File: src/fsbm_defs.svh
// Purpose: constants for the flash security and boot mapping block
// Assumes: 8-bit register port, programmed nonvolatile bit reads as 0
// Notes:   offsets, fields, reset values and counts
//
// Contract
// - user flash is 64K bytes in 512 pages of 128 bytes
// - user flash readable and writable by software and hardware mode
// - boot flash reachable only by hardware mode, never by software
// - software writes security upper nibble; lock nibble only in hardware mode
// - level zero enables no protection
// - level one refuses hardware programming of user and boot flash
// - level two also refuses hardware verify reads
// - level three also disables external code execution
// - level from highest programmed lock bit; internal and software always allowed
// - top lock bit has no storage
// - boot-enable bit maps boot flash at F000h-FFFFh; clearing unmaps
// - boot-force pin low at reset sets boot-enable, vector F000h
// - programmed boot-jump bit at reset sets boot-enable, vector F000h
// - reset copies double-speed start bit into clock-control double-speed bit
// - aux bit 2 reads zero; general flag at bit 3
// - aux bit 0 selects second data pointer when one
// - aux register resets with bits 2 and 0 cleared
// - security byte bits 5 to 3 always read unprogrammed
// - full chip erase returns all nonvolatile bytes to unprogrammed
// - boot vector byte is upper eight bits of loader address; here the boot vector is fixed at F000h
// - eight-bit software security byte blocks loader commands; here the byte is only stored and read back
`ifndef FSBM_DEFS_SVH
`define FSBM_DEFS_SVH
// ****************************************
// register offsets
// ****************************************
`define FSBM_AUX1_OFF      8'ha2
`define FSBM_HSB_OFF       8'hb0
`define FSBM_SBV_OFF       8'hb1
`define FSBM_SSB_OFF       8'hb2
`define FSBM_STAT_OFF      8'hb3
// ****************************************
// fields
// ****************************************
`define FSBM_AUX_DPS       0
`define FSBM_AUX_GF        3
`define FSBM_AUX_BOOT      5
`define FSBM_HSB_X2B       7
`define FSBM_HSB_BOOT_JUMP_BIT      6
`define FSBM_HSB_RSV_MASK  8'h38
`define FSBM_HSB_MSN_MASK  8'hc0
`define FSBM_HSB_LSN_MASK  8'h07
`define FSBM_ERASED        8'hff
`define FSBM_AUX_RESET     8'h00
`define FSBM_PAGES         512
`define FSBM_PAGE_BYTES    128
`define FSBM_BOOT_BASE     16'hf000
`define FSBM_USER_VEC      16'h0000
`endif

File: src/fsbm_pkg.sv
// Purpose: types for the flash security and boot mapping block
// Assumes: nothing
// Notes:   access request carried as one struct
package fsbm_pkg;
   typedef enum logic [1:0] {
      FSBM_LVL0 = 2'b00,
      FSBM_LVL1 = 2'b01,
      FSBM_LVL2 = 2'b11,
      FSBM_LVL3 = 2'b10
   } fsbm_level_t;
   typedef struct packed {
      logic        rd;
      logic        wr;
      logic        boot;
      logic [15:0] addr;
   } fsbm_acc_t;
endpackage

File: src/fsbm_top.sv
// Purpose: flash security levels, boot mapping and aux register
// Assumes: nonvolatile bytes held here; a programmed bit is 0
// Notes:   flash array and its timing live outside
`timescale 1ns/1ps
`include "fsbm_defs.svh"
module fsbm_top
   import fsbm_pkg::*;
(
   // clock and reset
   input  wire logic        REF_CLK,
   input  wire logic        SYS_RST,
   // register port
   input  wire logic [7:0]  REG_ADDR,
   input  wire logic [7:0]  REG_WDATA,
   input  wire logic        REG_WR,
   input  wire logic        REG_RD,
   output logic      [7:0]  REG_RDATA,
   // boot force pin, asynchronous
   input  wire logic        BOOT_FORCE_PIN_N,
   // flash access requests
   input  fsbm_acc_t        SW_ACC,
   input  fsbm_acc_t        HW_ACC,
   input  wire logic        HW_MODE,
   input  wire logic        HW_CHIP_ERASE,
   input  wire logic        EXT_FETCH,
   // decisions
   output logic             SW_GRANT,
   output logic             HW_GRANT,
   output logic             EXT_EXEC_EN,
   output logic             BOOT_MAPPED,
   output logic             DATA_PTR_SEL,
   output logic             DOUBLE_SPEED_MODE,
   output logic      [15:0] RESET_VECTOR,
   output logic      [8:0]  PAGE_NUM
);
   // ****************************************
   // synchroniser
   // ****************************************
   logic pin_meta_reg;
   logic pin_sync_reg;
   // pin crosses in before anything reads it
   always_ff @(posedge REF_CLK) begin
      pin_meta_reg <= BOOT_FORCE_PIN_N;
      pin_sync_reg <= pin_meta_reg;
   end

   // ****************************************
   // state
   // ****************************************
   logic       boot_en_reg, gflag_reg, dps_reg, x2_reg, rst_d_reg;
   logic [1:0] hsb_msn_reg;                 // x2b, jump bit
   logic [1:0] lock_reg;                    // lb1, lb0 only
   logic [7:0] sbv_reg, ssb_reg;
   logic [15:0] vec_reg;

   function automatic fsbm_level_t level_of(input logic [1:0] lb);
      // lb2 never stored so reads unprogrammed; top programmed bit wins
      if (!lb[1])      level_of = FSBM_LVL2;
      else if (!lb[0]) level_of = FSBM_LVL1;
      else             level_of = FSBM_LVL0;
   endfunction

   // ****************************************
   // decode
   // ****************************************
   wire fsbm_level_t lvl   = level_of(lock_reg);
   wire logic        wr_aux = REG_WR && REG_ADDR == `FSBM_AUX1_OFF;
   wire logic        wr_hsb = REG_WR && REG_ADDR == `FSBM_HSB_OFF;
   wire logic        wr_sbv = REG_WR && REG_ADDR == `FSBM_SBV_OFF;
   wire logic        wr_ssb = REG_WR && REG_ADDR == `FSBM_SSB_OFF;
   wire logic        hw_prog_ok = lvl == FSBM_LVL0;
   wire logic        hw_ver_ok  = lvl == FSBM_LVL0 || lvl == FSBM_LVL1;
   wire logic        ext_ok     = lvl != FSBM_LVL3;
   // software never touches boot space; always allowed on user space
   wire logic sw_ok = (SW_ACC.rd || SW_ACC.wr) && !SW_ACC.boot;
   wire logic hw_ok = HW_MODE && ((HW_ACC.wr && hw_prog_ok)
                      || (HW_ACC.rd && hw_ver_ok));
   // pin low or jump bit programmed selects boot at reset
   wire logic boot_cond = !pin_sync_reg || !hsb_msn_reg[0];
   wire logic [7:0] hsb_view = {hsb_msn_reg, 3'b111, 1'b1, lock_reg};
   wire logic [7:0] aux_view = {2'b00, boot_en_reg, 1'b0, gflag_reg,
                                1'b0, 1'b0, dps_reg};
   wire logic [7:0] stat_view = {5'h00, ext_ok, hw_ver_ok, hw_prog_ok};
   logic [7:0] rd_mux;
   // read selection, unmapped reads give zero
   always_comb begin
      case (REG_ADDR)
         `FSBM_AUX1_OFF: rd_mux = aux_view;
         `FSBM_HSB_OFF:  rd_mux = hsb_view;
         `FSBM_SBV_OFF:  rd_mux = sbv_reg;
         `FSBM_SSB_OFF:  rd_mux = ssb_reg;
         `FSBM_STAT_OFF: rd_mux = stat_view;
         default:        rd_mux = 8'h00;
      endcase
   end

   // ****************************************
   // nonvolatile bytes
   // ****************************************
   // reset keeps them; only erase or writes change them
   always_ff @(posedge REF_CLK) begin
      if (HW_MODE && HW_CHIP_ERASE) begin
         hsb_msn_reg <= 2'b11;
         lock_reg    <= 2'b11;
         sbv_reg     <= `FSBM_ERASED;
         ssb_reg     <= `FSBM_ERASED;
      end else begin
         if (wr_hsb) hsb_msn_reg <= REG_WDATA[7:6];
         if (wr_hsb && HW_MODE) lock_reg <= REG_WDATA[1:0];
         if (wr_sbv) sbv_reg <= REG_WDATA;
         if (wr_ssb) ssb_reg <= REG_WDATA;
      end
   end

   // ****************************************
   // aux register and reset sampling
   // ****************************************
   // reset-time capture happens on first clock after release
   always_ff @(posedge REF_CLK) begin
      rst_d_reg <= SYS_RST;
      if (SYS_RST) begin
         boot_en_reg <= 1'b0;
         gflag_reg   <= 1'b0;
         dps_reg     <= 1'b0;
         x2_reg      <= 1'b0;
         vec_reg     <= `FSBM_USER_VEC;
      end else if (rst_d_reg) begin
         boot_en_reg <= boot_cond;
         vec_reg     <= boot_cond ? `FSBM_BOOT_BASE : `FSBM_USER_VEC;
         x2_reg      <= !hsb_msn_reg[1];
      end else if (wr_aux) begin
         boot_en_reg <= REG_WDATA[`FSBM_AUX_BOOT];
         gflag_reg   <= REG_WDATA[`FSBM_AUX_GF];
         dps_reg     <= REG_WDATA[`FSBM_AUX_DPS];
      end
   end

   // ****************************************
   // outputs, all registered
   // ****************************************
   always_ff @(posedge REF_CLK) begin
      if (SYS_RST) begin
         REG_RDATA <= 8'h00; SW_GRANT <= 1'b0; HW_GRANT <= 1'b0;
         EXT_EXEC_EN <= 1'b0; BOOT_MAPPED <= 1'b0; DATA_PTR_SEL <= 1'b0;
         DOUBLE_SPEED_MODE <= 1'b0; RESET_VECTOR <= `FSBM_USER_VEC; PAGE_NUM <= 9'h000;
      end else begin
         REG_RDATA         <= REG_RD ? rd_mux : 8'h00;
         SW_GRANT          <= sw_ok;
         HW_GRANT          <= hw_ok;
         EXT_EXEC_EN       <= EXT_FETCH && ext_ok;
         // boot hits only the top 4K when mapped
         BOOT_MAPPED       <= boot_en_reg;
         DATA_PTR_SEL      <= dps_reg;
         DOUBLE_SPEED_MODE <= x2_reg;
         RESET_VECTOR      <= vec_reg;
         PAGE_NUM          <= SW_ACC.addr[15:7];
      end
   end
endmodule

File: config.mk
export PLATFORM = sky130hd
export DESIGN_NAME = fsbm_top
export DESIGN_NICKNAME = d
export VERILOG_FILES = /design/src/fsbm_pkg.sv /design/src/fsbm_top.sv
export VERILOG_INCLUDE_DIRS = /design/src
export SDC_FILE = /design/constraint.sdc
export NUM_CORES = 1
export LEC_CHECK = 0
export ABC_AREA = 1
export BUFFER_PORTS_ARGS = -buffer_cell sky130_fd_sc_hd__buf_2
export CAP_MARGIN = 20
export CORE_UTILIZATION = 30
export CTS_CLUSTER_DIAMETER = 200
export DETAILED_ROUTE_END_ITERATION = 8
export GPL_TIMING_DRIVEN = 0
export PLACE_DENSITY = 0.65
export SLEW_MARGIN = 20
export SYNTH_ARGS = -nofsm -noshare
export SYNTH_HDL_FRONTEND = slang
export SYNTH_SLANG_ARGS = --single-unit
File: constraint.sdc
create_clock -name REF_CLK -period 1.34 [get_ports REF_CLK]
set_clock_uncertainty 0.15 [all_clocks]
set_input_delay 0.067 -clock REF_CLK [delete_from_list [all_inputs] [get_ports REF_CLK]]
set_output_delay 0.067 -clock REF_CLK [all_outputs]
set_load 0.005 [all_outputs]
# Word-level counts from Yosys, hierarchy flattened
# Cells that the tools add are included.
# word_totals
latchBits	0
inputBits	62
regBits	82
romBits	0
ram_bits	0
memories	0
# op_classes
multipliers	0
reduce_logical	23
n_bitwise	2
order_cmp	0
n_mux	6
div	0
n_eq_ne	7
addsub	0
n_shift	0
# ops
operator	n
8-bit == test (second input constant)	5
8-bit one-hot mux with 5 select lines	1
16-bit two-way mux	1
1-bit logical AND	11
1-bit logical NOT	4
1-bit logical OR	4
1-bit two-way mux	3
2-bit by 1-bit == test with 1-bit output (second input constant)	1
2-bit logical NOT	1
2-bit two-way mux	1
2-bit inequality test (second input constant)	1
1-bit NOT	2
2-bit AND reduction	1
2-bit nonzero test	1
2-bit OR reduction	1

# Longest topological paths before layout
# Gate-level depths: netlist of run 1.
# depth
word_depth	7
depth_mapped	9

# Worst setup path after synthesis of run 1
# No wires, ideal clock.
# synth_timing
path_type	in2reg
from	input port REG_ADDR[2]
to	register lock_reg[1]
path_buffers	0
path_stages	8
t_arrival_ns	0.817
setup_time_ns	0.134
setup_slack_ns	0.239
required_time_ns	1.056
path_cell_list	inv_1 nand2_2 nor2_1 nand2_4 nor2_4 nand2_2 nand2_1 nand3_1
# synth_via
elab_chain_len	3
# synth_rtl
item	line_no	rtl
from (decl)	fsbm_top.sv:13	input wire logic [7:0] REG_ADDR,
8-bit == test	--	
1-bit logical AND (no line)	--	
1-bit logical AND	fsbm_top.sv:109	if (wr_hsb && HW_MODE) lock_reg <= REG_WDATA[1:0];
to (signal assigned)	fsbm_top.sv:109	
to (decl)	fsbm_top.sv:52	logic [1:0] lock_reg;
# Every way passes these cells.
# A chain may end at the register's enable or synchronous reset.

# Worst setup path after layout of run 1
# layout_timing
from	input port SW_ACC[7] in the netlist's numbering
to	register PAGE_NUM[0]
# layout_rtl
item	line_no	rtl
from (decl)	fsbm_top.sv:21	input fsbm_acc_t SW_ACC,
to (signal assigned)	fsbm_top.sv:156	PAGE_NUM <= SW_ACC.addr[15:7];
to (decl)	fsbm_top.sv:34	output logic [8:0] PAGE_NUM
# No word-level cell between the ends.

==> metrics, run 1 <==
status finished, violations left; failing checks negative hold slack; DRT Pass-1 Iters 4; Hold WC Path Type input port to register; GR Util All Layers 14.2%; Yosys warning total 0; Pins Over Slew Limit 0; I/O Buffers 64; routed via count around 2,100; switching pwr about 730 µW; initial antenna violation count 0; Worst EP required 1.40 ns; Slew @ Worst Pin 0.608 ns; RSZ-0062 raised after global routing no; clock-pin slew of the registers on the worst-case setup and hold paths 0.10 ns; Slowest cell on crit path dlygate4sd3_1; Post-Synthesis Cell Area between 2000 and 2500 µm²; Final Non-Filler Cells about 500; CTS max path bufs 2; 1st-iter DRT viols 91; I/O pin count slightly above 100; main area contributors after synthesis dfxtp_1 47%, nand2_1 11%, nand3_1 9.5%; cell family with the largest share of critical-path delay buffers and inverters; layout cells sized above 1 27.8%; total CTS buffers 5; total setup buffers inserted after CTS 0; leakage power 0.00171 µW; global-route wire length before repair 8.49 mm; Yosys top cell area share roughly 47%; Detail Placement HPWL ~3.8 mm; diode count 0; Synth Register Bits 52; Clk pwr share between 30 and 40%; Logic pwr share between 10% and 20%; RePlAce Congestion around 0.83; Post-synth ARST share 0%; final WL ~5.3 mm; Final min period between 1 and 1.5 ns; pre-CTS WS -0.0133 ns; Reg area between 1000 and 1500 µm²; total grt overflow 0; Distinct cells, synth 25; Placement Rows 30; post-synth top area cell dfxtp_1; root buffer cell clkbuf_8; Clock Sinks 52; final worst slack about 0.037 ns; hold_ws -0.0397 ns; final hold violation count 1; Clk Latency, worst-skew pair between 0.3 and 0.4 ns; Crit path buffers/inverters 4; Critical Path Fanout Max 1; CTS tree yes; Fillers 730; crit path capture type register; Die H 87.8 µm; total of max-cap violations 0; Starting Density between 30% and 40%; WS Path Type input port to register; final period utilization between 90% and 100%; Post-synth EDFFs 0; layout net count 467; Synth Flop Type dfxtp_1; peak supply drop 0.000359 V; vias in the first global route approximately 1,900; Flop pwr share ~55%; Avg WL per Cell about 11 µm; worst path cell trace dlygate4sd3_1 -> buf_2 -> inv_1 -> nor2_1 -> dlygate4sd3_1; width of the die 87.8 µm; Core ar. between 6000 and 7000 µm²; setup TNS 0 ns; syn avg cell area about 7.6 µm²; worst stage delay on the critical path 0.55 ns; maximum clock rate roughly 0.77 GHz; CP arrival 1.36 ns; # DRC 0; Inst Count DP 461; CP Launch Type input port; Via-to-Cell Ratio ~4.1; design area about 3100 µm²; synthesis-to-finish area growth 41.3%; Routed Antenna Nets 0; sequential fraction of the synthesis area a little under half; H-tree depth 2; slew margin rel. between 50% and 60%; Crit path top cell by count dlygate4sd3_1; Sw Share ~25%; final setup vio count 0; instance area at placement roughly 2700 µm²; pin count of the biggest net entering global routing 19; Biggest register PAGE_NUM; PD cells about 920 nW/µm²; area occupied by multi-input gates 906 µm²; Post-Synthesis Cells 290; die area about 7700 µm²; max reg flops 9; P_int 2150 µW
## placed cells by master, fill, tap and decap left out, types with 2 or more instances in the layout
cell type      Yosys  final
conb_1             1     12
clkbuf_8           0      5
nor2_1            39     39
inv_2              3      3
nand2_1           64     64
nand3_1           42     42
inv_1             37     37
dfxtp_1           52     52
buf_4             16     16
a21oi_1            3      3
dlygate4sd3_1      0     33
inv_6              0      2
nand2_4            3      3
nand2_2            4      4
nor2_4             4      4
buf_2              1     65
nand4_1            3      3
o211ai_2           4      4
o21ai_0            3      3
clkbuf_1           2      2
buf_6              2      2
## cells by family (layout without fill, tap and decap cells)
family	Yosys count	after routing	synth area share, %
other	1	12	0.170
buffers and inverters	62	167	14.0
AND/OR/NAND/NOR	164	164	34.8
AO/OA/AOI/OAI	11	11	3.96
flip-flops	52	52	47.1
## synthesized netlist by cell type (2+ instances only)
| master | count |
|---|---|
| a21oi_1 | 3 |
| dfxtp_1 | 52 |
| o21ai_0 | 3 |
| nand3_1 | 42 |
| nand4_1 | 3 |
| nand2_2 | 4 |
| buf_4 | 16 |
| nor2_4 | 4 |
| nand2_4 | 3 |
| o211ai_2 | 4 |
| nor2_1 | 39 |
| inv_1 | 37 |
| inv_2 | 3 |
| nand2_1 | 64 |
| buf_6 | 2 |
| clkbuf_1 | 2 |
## power groups by stage
| stage | registers, µW | logic, µW | clock network, µW |
|---|---|---|---|
| finish | 1600 | 344 | 939 |
| global route | 1600 | 385 | 1020 |
| CTS | 1600 | 343 | 956 |
| detailed placement | 1630 | 267 | 0 |
| global placement | 1630 | 263 | 0 |
| floorplan | 1630 | 142 | 0 |
## what timing repair did
action                                  4_1_cts  5_1_grt
hold buffers                                 34        1
hold endpoints to repair                     42        1
endpoints found under the setup margin        0        2
resized for setup                             0        1
## metrics by stage
stage	power [µW]	utilization, %
6_report	2880	45.0
2_1_floorplan	1780	-
3_3_place_gp	1890	38.8
5_1_grt	3010	45.0
3_5_place_dp	1900	38.8
4_1_cts	2900	45.0
## path summary, 6_finish.rpt
kind	startpoint	to	slack, ns	cells after the start
setup / recovery	SW_ACC[7]	PAGE_NUM[0]$_SDFF_PP0_	0.04	5
hold reg to reg	pin_meta_reg$_DFF_P_	pin_sync_reg$_DFF_P_	0.20	0
setup reg to reg	lock_reg[0]$_SDFFE_PP1P_	REG_RDATA[0]$_SDFF_PP0_	0.26	5
hold / removal	SYS_RST	PAGE_NUM[1]$_SDFF_PP0_	-0.04	3
## final cells by class
class / instances / area share [%]
sequential: 52 / 33.3
clock buffer: 5 / 2.20
clock inverter: 3 / 0.842
buffer: 22 / 5.09
timing repair buffer: 97 / 20.8
tap: 96 / 3.85
multi-input combinational: 187 / 29.0
inverter: 40 / 4.81
## tightest hold or removal path, stage by stage
cell and delay (ns):
buf_2 0.08, buf_2 0.17, nor2_1 0.07
## layer usage
layer,global-route usage [%],share of wire (%)
met2,25.7,49
met4,2.68,0.71
met3,2.92,4.7
met1,17.5,45
met5,0,0
(Power assumes the default switching activity.)
==> run 2, diff against run 1 <==
--- a/config.mk
+++ b/config.mk
@@ -14,6 +14,7 @@
 export DETAILED_ROUTE_END_ITERATION = 8
 export GPL_TIMING_DRIVEN = 0
 export PLACE_DENSITY = 0.65
+export SETUP_SLACK_MARGIN = 0.1
 export SLEW_MARGIN = 20
 export SYNTH_ARGS = -nofsm -noshare
 export SYNTH_HDL_FRONTEND = slang
==> metrics, run 2 (synthesis results as in run 1) <==
vias in the first global route between 1,500 and 2,000; pre-CTS WS -0.0133 ns; peak supply drop 0.000354 V; total of max-cap violations 0; max reg flops 9; total grt overflow 0; Via-to-Cell Ratio 4.15; Placement Rows 30; layout net count 464; leakage power between 0.0015 and 0.002 µW; Die H approximately 88 µm; Worst EP required about 1.1 ns; Clock Sinks 52; CTS tree yes; PD cells roughly 930 nW/µm²; CP arrival between 0.8 and 0.9 ns; global-route wire length before repair roughly 8.4 mm; I/O pin count roughly 100; CTS max path bufs 2; Fillers 732; Overall Power 2870 µW; final WL approximately 5.3 mm; Worst path depth 2; design area 3090 µm²; final setup vio count 0; Slowest cell on crit path dfxtp_1; root buffer cell clkbuf_8; DRT Pass-1 Iters 4; width of the die ~88 µm; crit path capture type primary output; synthesis-to-finish area growth 39.7%; 1st-iter DRT viols 82; Core ar. 6940 µm²; final worst slack 0.240 ns; total CTS buffers 5; routed via count just over 2,000; hold_ws approximately 0.068 ns; Worst R2R Path Depth 5; Routed Antenna Nets 0; commonest non-fill, non-tap cell in the layout buf_2; # DRC 0; initial antenna violation count 0; cell family with the largest share of critical-path delay flip-flops; Avg WL per Cell 10.6 µm; WS Path Type register to primary output; RSZ-0062 raised after global routing no; Biggest register PAGE_NUM; maximum clock rate around 0.9 GHz; Crit path buffers/inverters 2; CP Launch Type register; Clk Latency, worst-skew pair 0.31 ns; I/O Buffers 64; Hold WC Path Type input port to register; clock-pin slew of the registers on the worst-case setup and hold paths approximately 0.1 ns; Final min period roughly 1.1 ns; Inst Count DP approximately 460; die area between 7000 and 8000 µm²; layout cells sized above 1 roughly 28%; commonest cells after routing, fill and taps aside 65 x buf_2, 64 x nand2_1, 52 x dfxtp_1, 42 x nand3_1, 39 x nor2_1; RePlAce Congestion approximately 0.83; CTS resizes 0; Slew @ Worst Pin 0.594 ns; Detail Placement HPWL ~3.8 mm; final period utilization approximately 82%; Critical Path Fanout Max 4; diode count 0; status complete, no violations; slew margin rel. 60.4%; total setup buffers inserted after CTS 0; hold path cells 5; worst path cell trace buf_4 -> buf_2; Pins Over Slew Limit 0; final hold violation count 0; GR Util All Layers 14.1%; Starting Density 31.8%; Final Non-Filler Cells 499; pin count of the biggest net entering global routing 19; instance area at placement approximately 2700 µm²; worst stage delay on the critical path 0.37 ns; H-tree depth 2
[run 2: cell count changes in the layout (fill, tap and decap cells not counted), sizes merged]
cell,before,now
dlygate4sd3,33,30
[run 2: area by class of cell]
cell class | count | area [µm²] | area share (%)
inverter | 40 | 150 | 4.86
multi-input combinational | 187 | 901 | 29.2
clock buffer | 5 | 68.8 | 2.23
tap | 96 | 120 | 3.89
timing repair buffer | 94 | 621 | 20.1
buffer | 22 | 159 | 5.15
clock inverter | 3 | 26.3 | 0.851
sequential | 52 | 1040 | 33.7
[run 2: repair_timing]
action                                 4_1_cts  5_1_grt
endpoints found under the hold margin       42        0
setup endpoints to repair                    0        0
hold buffers                                30        0
[run 2: worst register-to-register path, delay by kind of cell (launching register included)]
family,cells,cell delay [ns]
and+or+nand+nor,5,0.44
DFF,1,0.44
[run 2: power breakdown]
group / internal (µW) / switching [µW]
Clock: 385 / 551
Sequential: 1580 / 13.9
Combinational: 175 / 161
[run 2: path summary, 6_finish.rpt]
kind	from	to	slack, ns
worst max-delay path	RESET_VECTOR[14]$_SDFF_PP0_	RESET_VECTOR[15]	0.24
worst min-delay path	SYS_RST	dps_reg$_SDFFE_PP0P_	0.07
worst max register to register	lock_reg[0]$_SDFFE_PP1P_	REG_RDATA[0]$_SDFF_PP0_	0.27
worst min register to register	pin_meta_reg$_DFF_P_	pin_sync_reg$_DFF_P_	0.20
[run 2: metal layers]
| metal | vias to the layer above | track usage, % | wire length [µm] |
|---|---|---|---|
| met3 | 8 | 2.83 | 248 |
| met5 | - | 0 | 0 |
| met2 | 61 | 25.0 | 2570 |
| met1 | 916 | 17.9 | 2410 |
| met4 | 0 | 2.68 | 42 |
| li1 | 1088 | - | - |
[run 2: per-stage QoR]
stage,utilization [%],setup TNS [ns]
2_1_floorplan,-,0
3_3_place_gp,38.8,-0.00915
3_5_place_dp,38.8,-0.0291
4_1_cts,44.5,0
5_1_grt,44.5,0
6_report,44.5,0
